<file path="src/logic/icu_pkg.sv">
// icu_pkg: register map, field layout and types of the input capture unit
// assumes a single clock domain and the plain strobe register port
package icu_pkg;

   // ----------------------------------------
   // register offsets (byte addresses)
   // ----------------------------------------
   localparam logic [7:0] ICU_OFF_CTRL = 8'h00;
   localparam logic [7:0] ICU_OFF_CLR = 8'h04;
   localparam logic [7:0] ICU_OFF_SET = 8'h08;
   localparam logic [7:0] ICU_OFF_INV = 8'h0C;
   localparam logic [7:0] ICU_OFF_BUF = 8'h10;
   localparam logic [7:0] ICU_OFF_IRQ_STAT = 8'h20;
   localparam logic [7:0] ICU_OFF_IRQ_CLR = 8'h24;
   localparam logic [7:0] ICU_OFF_IRQ_EN = 8'h28;
   localparam logic [7:0] ICU_OFF_TB0 = 8'h30;
   localparam logic [7:0] ICU_OFF_TB1 = 8'h34;

   // ----------------------------------------
   // control field positions
   // ----------------------------------------
   localparam int ICU_B_MODE = 0;
   localparam int ICU_B_BNE = 3;
   localparam int ICU_B_OVF = 4;
   localparam int ICU_B_EPI = 5;
   localparam int ICU_B_TBSEL = 7;
   localparam int ICU_B_WIDE = 8;
   localparam int ICU_B_FEDGE = 9;
   localparam int ICU_B_IDLE = 13;
   localparam int ICU_B_FREEZE = 14;
   localparam int ICU_B_ON = 15;
   // writable bits of the control register; status bits excluded
   localparam logic [31:0] ICU_CTRL_WMASK = 32'h0000_E3E7;
   localparam logic [31:0] ICU_CTRL_RST = 32'h0000_0000;

   // interrupt status bits
   localparam int ICU_IRQ_CAP = 0;
   localparam int ICU_IRQ_WAKE = 1;
   localparam int ICU_IRQ_OVF = 2;
   localparam int ICU_IRQ_N = 3;

   localparam int ICU_FIFO_DEPTH = 4;
   localparam int ICU_PRESC4 = 4;
   localparam int ICU_PRESC16 = 16;

   typedef enum logic [2:0] {
      ICU_M_OFF = 3'h0, ICU_M_FIRST = 3'h1, ICU_M_FALL = 3'h2, ICU_M_RISE = 3'h3,
      ICU_M_R4 = 3'h4, ICU_M_R16 = 3'h5, ICU_M_BOTH = 3'h6, ICU_M_WAKE = 3'h7
   } icu_mode_type;

   // first-edge mode progress, one-hot
   typedef enum logic [1:0] {
      ICU_S_WAIT = 2'b01,
      ICU_S_ALL = 2'b10
   } icu_state_type;

   // register port request
   typedef struct packed {
      logic [7:0] addr;
      logic [31:0] wdata;
      logic wr;
      logic rd;
   } icu_req_type;

   // priority settings held beside the flag for the interrupt controller
   typedef struct packed {
      logic [2:0] prio;
      logic [1:0] subprio;
   } icu_prio_type;

endpackage : icu_pkg

</file>
<file path="src/logic/icu_top.sv">
// icu_top: input capture unit with control aliases, four-entry fifo and interrupts
// assumes both time bases and the register port run on i_mclk; capture pin is async
//
// Decided for this implementation: strobed register access.
`timescale 1ns/100ps

module icu_top #(
   parameter int DEPTH = icu_pkg::ICU_FIFO_DEPTH,
   parameter int TW = 32
) (
   input wire logic i_mclk,
   input wire logic i_rst,
   input wire logic i_capture_input,
   input wire logic i_sleep,
   input wire logic [TW-1:0] i_timebase0,
   input wire logic [TW-1:0] i_timebase1,
   input wire icu_pkg::icu_req_type i_req,
   output logic [31:0] o_rdata,
   output logic o_irq,
   output icu_pkg::icu_prio_type o_prio
);
   import icu_pkg::*;

   localparam int AW = $clog2(DEPTH);

   // ----------------------------------------
   // capture pin synchroniser and edges
   // ----------------------------------------
   logic sync1_r, sync2_r, last_r;
   logic sync1_nxt, sync2_nxt, last_nxt;
   logic rise, fall;

   // first stage is read only by the second stage
   always_comb begin
      sync1_nxt = i_capture_input;
      sync2_nxt = sync1_r;
      last_nxt = sync2_r;
   end

   always_ff @(posedge i_mclk) begin
      if (i_rst) begin
         sync1_r <= 1'b0;
         sync2_r <= 1'b0;
         last_r <= 1'b0;
      end else begin
         sync1_r <= sync1_nxt;
         sync2_r <= sync2_nxt;
         last_r <= last_nxt;
      end
   end

   assign rise = sync2_r & ~last_r;
   assign fall = ~sync2_r & last_r;

   // ----------------------------------------
   // register state
   // ----------------------------------------
   logic [31:0] ctrl_r, ctrl_nxt;
   logic [ICU_IRQ_N-1:0] stat_r, stat_nxt, en_r, en_nxt;
   logic [31:0] rdata_r, rdata_nxt;
   logic irq_r, irq_nxt;
   icu_prio_type prio_r, prio_nxt;
   icu_state_type st_r, st_nxt;
   logic [3:0] presc_r, presc_nxt;
   logic [1:0] evcnt_r, evcnt_nxt;
   logic [TW-1:0] mem_r [DEPTH];
   logic [AW-1:0] wp_r, wp_nxt, rp_r, rp_nxt;
   logic [AW:0] cnt_r, cnt_nxt;
   logic ovf_r, ovf_nxt;

   icu_mode_type mode;
   logic on, cap, push, pop, wake;
   logic [TW-1:0] tsel;
   logic wr_ctrl, wr_clr, wr_set, wr_inv, rd_buf;

   assign mode = icu_mode_type'(ctrl_r[ICU_B_MODE +: 3]);
   assign on = ctrl_r[ICU_B_ON];
   assign tsel = ctrl_r[ICU_B_TBSEL] ? i_timebase1 : i_timebase0;

   // address decode
   always_comb begin
      wr_ctrl = 1'b0;
      wr_clr = 1'b0;
      wr_set = 1'b0;
      wr_inv = 1'b0;
      if (i_req.wr && i_req.addr == ICU_OFF_CTRL) begin
         wr_ctrl = 1'b1;
      end else if (i_req.wr && i_req.addr == ICU_OFF_CLR) begin
         wr_clr = 1'b1;
      end else if (i_req.wr && i_req.addr == ICU_OFF_SET) begin
         wr_set = 1'b1;
      end else if (i_req.wr && i_req.addr == ICU_OFF_INV) begin
         wr_inv = 1'b1;
      end
   end

   assign rd_buf = i_req.rd && i_req.addr == ICU_OFF_BUF;

   // ----------------------------------------
   // capture event decision
   // ----------------------------------------
   // prescaler counts rises only; cleared when mode is not prescaled
   always_comb begin
      cap = 1'b0;
      wake = 1'b0;
      st_nxt = st_r;
      presc_nxt = presc_r;
      case (mode)
         ICU_M_FALL: cap = fall;
         ICU_M_RISE: cap = rise;
         ICU_M_R4: begin
            if (rise) begin
               presc_nxt = presc_r + 4'h1;
               cap = presc_r == 4'(ICU_PRESC4 - 1);
               if (cap) presc_nxt = 4'h0;
            end
         end
         ICU_M_R16: begin
            if (rise) begin
               presc_nxt = presc_r + 4'h1; // wraps after sixteen
               cap = presc_r == 4'(ICU_PRESC16 - 1);
            end
         end
         ICU_M_BOTH: cap = rise | fall;
         ICU_M_FIRST: begin
            case (st_r)
               ICU_S_WAIT: begin
                  cap = ctrl_r[ICU_B_FEDGE] ? rise : fall;
                  if (cap) st_nxt = ICU_S_ALL;
               end
               ICU_S_ALL: cap = rise | fall;
               default: st_nxt = ICU_S_WAIT;
            endcase
         end
         ICU_M_WAKE: wake = rise & i_sleep;
         default: ;
      endcase
      if (!on) begin
         cap = 1'b0;
         wake = 1'b0;
      end
      if (!on || mode != ICU_M_FIRST) st_nxt = ICU_S_WAIT;
      if (!on || (mode != ICU_M_R4 && mode != ICU_M_R16)) presc_nxt = 4'h0;
   end

   always_ff @(posedge i_mclk) begin
      if (i_rst) begin
         st_r <= ICU_S_WAIT;
         presc_r <= 4'h0;
      end else begin
         st_r <= st_nxt;
         presc_r <= presc_nxt;
      end
   end

   // ----------------------------------------
   // fifo
   // ----------------------------------------
   // full fifo refuses the new value so older entries survive
   assign push = cap && cnt_r != (AW+1)'(DEPTH);
   assign pop = rd_buf && cnt_r != '0;

   always_comb begin
      wp_nxt = push ? wp_r + AW'(1) : wp_r;
      rp_nxt = pop ? rp_r + AW'(1) : rp_r;
      cnt_nxt = cnt_r;
      if (push && !pop) cnt_nxt = cnt_r + (AW+1)'(1);
      if (pop && !push) cnt_nxt = cnt_r - (AW+1)'(1);
      // overflow is sticky; writing zero to it via the status bit clears it,
      // an overflow in the same cycle wins
      ovf_nxt = ovf_r;
      if (wr_ctrl && !i_req.wdata[ICU_B_OVF]) ovf_nxt = 1'b0; // cleared by writing zero, never set by software
      if (wr_clr && i_req.wdata[ICU_B_OVF]) ovf_nxt = 1'b0;
      if (!on) ovf_nxt = 1'b0;
      if (cap && !push) ovf_nxt = 1'b1;
   end

   always_ff @(posedge i_mclk) begin
      if (push) mem_r[wp_r] <= tsel;
   end

   always_ff @(posedge i_mclk) begin
      if (i_rst) begin
         wp_r <= '0;
         rp_r <= '0;
         cnt_r <= '0;
         ovf_r <= 1'b0;
      end else begin
         wp_r <= wp_nxt;
         rp_r <= rp_nxt;
         cnt_r <= cnt_nxt;
         ovf_r <= ovf_nxt;
      end
   end

   // ----------------------------------------
   // control register and aliases
   // ----------------------------------------
   always_comb begin
      ctrl_nxt = ctrl_r;
      if (wr_ctrl) ctrl_nxt = i_req.wdata & ICU_CTRL_WMASK;
      if (wr_clr) ctrl_nxt = ctrl_r & ~(i_req.wdata & ICU_CTRL_WMASK);
      if (wr_set) ctrl_nxt = ctrl_r | (i_req.wdata & ICU_CTRL_WMASK);
      if (wr_inv) ctrl_nxt = ctrl_r ^ (i_req.wdata & ICU_CTRL_WMASK);
   end

   always_ff @(posedge i_mclk) begin
      if (i_rst) ctrl_r <= ICU_CTRL_RST;
      else ctrl_r <= ctrl_nxt;
   end

   // ----------------------------------------
   // interrupts: event count, sticky status, enable
   // ----------------------------------------
   // count wraps at 1..4 captures as the events field says
   always_comb begin
      logic fire;
      fire = 1'b0;
      evcnt_nxt = evcnt_r;
      if (push) begin
         if (evcnt_r == ctrl_r[ICU_B_EPI +: 2]) begin
            fire = 1'b1;
            evcnt_nxt = 2'h0;
         end else begin
            evcnt_nxt = evcnt_r + 2'h1;
         end
      end
      if (!on) evcnt_nxt = 2'h0;
      stat_nxt = stat_r;
      en_nxt = en_r;
      prio_nxt = prio_r;
      if (i_req.wr && i_req.addr == ICU_OFF_IRQ_CLR) begin
         stat_nxt = stat_r & ~i_req.wdata[ICU_IRQ_N-1:0];
      end
      if (i_req.wr && i_req.addr == ICU_OFF_IRQ_EN) begin
         en_nxt = i_req.wdata[ICU_IRQ_N-1:0];
         prio_nxt = i_req.wdata[12:8];
      end
      // set wins over a clear in the same cycle
      if (fire) stat_nxt[ICU_IRQ_CAP] = 1'b1;
      if (wake) stat_nxt[ICU_IRQ_WAKE] = 1'b1;
      if (cap && !push) stat_nxt[ICU_IRQ_OVF] = 1'b1;
      irq_nxt = |(stat_nxt & en_nxt);
   end

   always_ff @(posedge i_mclk) begin
      if (i_rst) begin
         evcnt_r <= 2'h0;
         stat_r <= '0;
         en_r <= '0;
         prio_r <= '0;
         irq_r <= 1'b0;
      end else begin
         evcnt_r <= evcnt_nxt;
         stat_r <= stat_nxt;
         en_r <= en_nxt;
         prio_r <= prio_nxt;
         irq_r <= irq_nxt;
      end
   end

   // ----------------------------------------
   // read data, one cycle after the strobe
   // ----------------------------------------
   // aliases and unmapped addresses read zero
   always_comb begin
      rdata_nxt = 32'h0000_0000;
      if (i_req.rd && i_req.addr == ICU_OFF_CTRL) begin
         rdata_nxt = ctrl_r;
         rdata_nxt[ICU_B_BNE] = cnt_r != '0;
         rdata_nxt[ICU_B_OVF] = ovf_r;
      end else if (rd_buf) begin
         if (cnt_r != '0) rdata_nxt = 32'(mem_r[rp_r]);
      end else if (i_req.rd && i_req.addr == ICU_OFF_IRQ_STAT) begin
         rdata_nxt = 32'(stat_r);
      end else if (i_req.rd && i_req.addr == ICU_OFF_IRQ_EN) begin
         rdata_nxt = {19'h0, prio_r, 5'h0, 3'(en_r)};
      end else if (i_req.rd && i_req.addr == ICU_OFF_TB0) begin
         rdata_nxt = 32'(i_timebase0);
      end else if (i_req.rd && i_req.addr == ICU_OFF_TB1) begin
         rdata_nxt = 32'(i_timebase1);
      end
   end

   always_ff @(posedge i_mclk) begin
      if (i_rst) rdata_r <= 32'h0000_0000;
      else rdata_r <= rdata_nxt;
   end

   assign o_rdata = rdata_r;
   assign o_irq = irq_r;
   assign o_prio = prio_r;

endmodule // icu_top

</file>
<file path="config.mk">
export PLATFORM = sky130hd
export DESIGN_NAME = icu_top
export DESIGN_NICKNAME = d
export VERILOG_FILES = /design/src/logic/icu_pkg.sv /design/src/logic/icu_top.sv
export SDC_FILE = /design/constraint.sdc
export NUM_CORES = 1
export LEC_CHECK = 0
export ABC_AREA = 1
export ABC_CLOCK_PERIOD_IN_PS = 4370
export BUFFER_PORTS_ARGS = -buffer_cell sky130_fd_sc_hd__buf_2
export CORE_UTILIZATION = 30
export CTS_CLUSTER_DIAMETER = 60
export CTS_CLUSTER_SIZE = 28
export DETAILED_ROUTE_END_ITERATION = 6
export GPL_TIMING_DRIVEN = 0
export HOLD_SLACK_MARGIN = 0.03
export PLACE_DENSITY = 0.54
export SYNTH_ARGS = -nofsm -noshare
export SYNTH_HDL_FRONTEND = slang
export SYNTH_SLANG_ARGS = --single-unit
</file>
<file path="constraint.sdc">
create_clock -name i_mclk -period 4.37 [get_ports i_mclk]
set_input_delay 0 -clock i_mclk [delete_from_list [all_inputs] [get_ports i_mclk]]
set_output_delay 0 -clock i_mclk [all_outputs]
set_load 0.02 [all_outputs]
</file>
==> impl_metrics.tcl <==
set metrics [dict create \
    synth.mux.area_fraction 0 \
    fin_crit_sh 0.690 \
    hp-start "i_timebase0[20]" \
    relSlewSlack 0.513 \
    yosysSeqAreaShare 0.563 \
    multiInputGateArea_um2 3550 \
    antenna_found_initial 0 \
    crit_arrival_ns 3.39 \
    hold_path_class "input port to register" \
    wire_per_inst_um 17.5 \
    met2_usage 0.310 \
    clk-insertion-delay-late_ns 0.51 \
    drive_gt1_frac 0.167 \
    start_util 0.308 \
    core.rowCount 64 \
    grt_pass1_vias 8086 \
    synthTopCellsByArea "edfxtp_1, dfxtp_1, o21ai_0" \
    startpoint_type "input port" \
    root_buffer "clkbuf_16" \
    worstSetupStartpoint "i_req[34]" \
    syn_nets 1168 \
    top_usage_layer "met2" \
    netlist.area_leader.share 0.404 \
    final-seq-area_um2 5370 \
    setup_viol 0 \
    htreeDepth 1 \
    synth_adder_area_share 0.0441 \
    synth_top_area_cell "edfxtp_1" \
    synth_xor_area_frac 0.00368 \
    drc 0 \
    synth.cell_area_um2 9530 \
    tightest_slew_ns 0.727 \
    dp_hpwl_um 20600 \
    rsz0062_at_grt "no" \
    status "completed" \
    min_period_ns 3.02 \
    r2r_start "last_r" \
    ir_drop_v 0.000214 \
    use_met3 0.0269 \
    dieArea_um2 32500 \
    synth_top_family_by_area "simple AND/OR/NAND/NOR gates" \
    r2r_slack_ns 1.58 \
    hold_viol_final 0 \
    grt_max_degree 27 \
    p_leak_nw 5.01 \
    final_nets 1433 \
    cts_max_path_buffers 3 \
    vias 8371 \
    synth-seq-cells 204 \
    grt_pass1_wl_um 45800 \
    diodes 0 \
    synth_compound_area_frac 0.152 \
    die_h_um 180 \
    drtIter0Drc 675 \
    power_mw 4.10 \
    grt_usage 0.181 \
    synth_area_per_cell_um2 9.29 \
    endpoint_kind "register" \
    crit_required_ns 4.75 \
    powerDensity_nw_per_um2 325 \
    path_clk_slew_ns 0.08 \
    gp_congestion 0.849 \
    maxSlewViolCount 0 \
    yosys_warnings 0 \
    tritoncts "done" \
    io_pins 148 \
    cp_max_fo 7 \
    numPortBuffers 129 \
    met1_usage 0.239 \
    routed_via_density 4.92 \
    synth_cell_types 43 \
    ys_async_sr_fraction 0 \
    fmax_mhz 332 \
    wl_um 29700 \
    num-fill-cells 3091 \
    overflow 0 \
    synthToLayoutAreaGrowth_pct 32.3 \
    ant_nets 0 \
    dieWidth_um 180 \
    cts_buffers 20 \
    fin_tns_setup_ns 0 \
    synth-edff-count 128 \
    criticalPathCategory "input port to register" \
    core_area_um2 30900 \
    cap_violations 0 \
    skew_ns 0.0157 \
    dr.pass1.iters 5 \
    yosys.area_share.simple 0.170 \
    synth_ff_type "edfxtp_1" \
    synthCells 1025 \
    cts_sinks 204 \
]
[flip-flops by register name, summed over array words and instances, names as in the netlist, 2 cells and up, named ones only]
register / count
stat_r: 3
wp_r: 2
mem_r: 128
en_r: 3
rp_r: 2
st_r: 2
o_prio: 5
evcnt_r: 2
presc_r: 4
o_rdata: 32
cnt_r: 3
ctrl_r: 11
[report_power, final]
group	switching, mW	total, mW	internal, mW
Clock	0.860	1.83	0.974
Sequential	0.00175	2.05	2.04
Combinational	0.119	0.221	0.102
Total	0.981	4.10	3.12
[worst max-delay path, cell delays in order]
cell and delay (ns):
dlygate4sd3_1 0.53, buf_2 0.13, nor2_4 0.09, dlygate4sd3_1 0.60, inv_2 0.08, nor3_4 0.39, nand4_1 0.14, dlygate4sd3_1 0.59
a21oi_1 0.19, dlygate4sd3_1 0.59, nor2_1 0.04
[logic make-up (layout without fill, tap and decap cells)]
group | Yosys count | after routing
flip-flops | 204 | 204
buffers and inverters | 157 | 436
AND/OR/NAND/NOR | 358 | 358
adder cells (fa/ha/maj) | 33 | 33
AO/OA/AOI/OAI | 269 | 269
XOR/XNOR | 4 | 4
[what timing repair did]
action | 4_1_cts | 5_1_grt
hold endpoints to repair | 183 | 0
gates resized for setup | 0 | 0
hold buffers | 110 | 0
setup buffers | 0 | 0
[layout by cell type, fill, tap and decap left out, drive strengths merged, types with 9 or more instances in the layout]
master and instances:
buf 152, clkbuf 59, o22ai 30, a21oi 60, nand2 131, edfxtp 128
dfxtp 76, dlygate4sd3 110, a31oi 14, nand3 82, inv 109, nand4 9
nor2 128, ha 32, o21ai 151
[worst paths after layout]
check | endpoint | cells after the start
setup / recovery | stat_r[1] | 11
hold / removal | mem_r[1][20] | 3
setup reg to reg | cnt_r[2] | 17
hold reg to reg | last_nxt | 2
[metal layers]
metal  share of wire  up-vias  wire length (um)
met4           0.020        0               588
li1                -     4086                 -
met3           0.053       44              1580
met5               0        -                 0
met1            0.45     3969             13300
met2            0.48      272             14200
[through the flow]
| step | instances | hold WS (ns) | worst slack [ns] | instance area [um2] | util |
|---|---|---|---|---|---|
| 2_1_floorplan | 1025 | 0.107 | 1.22 | 9530 | - |
| 3_3_place_gp | 1550 | 0.207 | -0.136 | 10700 | 0.345 |
| 3_5_place_dp | 1554 | 0.216 | 1.62 | 10800 | 0.349 |
| 4_1_cts | 1700 | 0.0379 | 1.43 | 12600 | 0.408 |
| 5_1_grt | 1700 | 0.0667 | 1.20 | 12600 | 0.408 |
| 6_report | 1700 | 0.0373 | 1.35 | 12600 | 0.408 |
[cell usage after synthesis, drive strengths merged, types with 2 or more instances]
library cell  count
buf              19
a31oi            14
o22ai            30
inv             101
nand3            82
nor2            128
nor3              5
o211ai            5
dfxtp            76
xnor2             2
edfxtp          128
a41oi             2
nand2           131
ha               32
o21ai           151
o2111ai           2
nand4             9
a32o              2
xor2              2
a21oi            60
clkbuf           36
[cell type report]
cell class                      instances  share of cell area
Buffer                                 55              0.0206
Inverter                              102              0.0304
Timing Repair Buffer                  243               0.146
Clock buffer                           23              0.0440
Sequential cell                       204               0.426
Multi-Input combinational cell        664               0.282
Tap cell                              396              0.0393
Clock inverter                         13              0.0124
No activity file was read; power rests on OpenSTA's default activity.
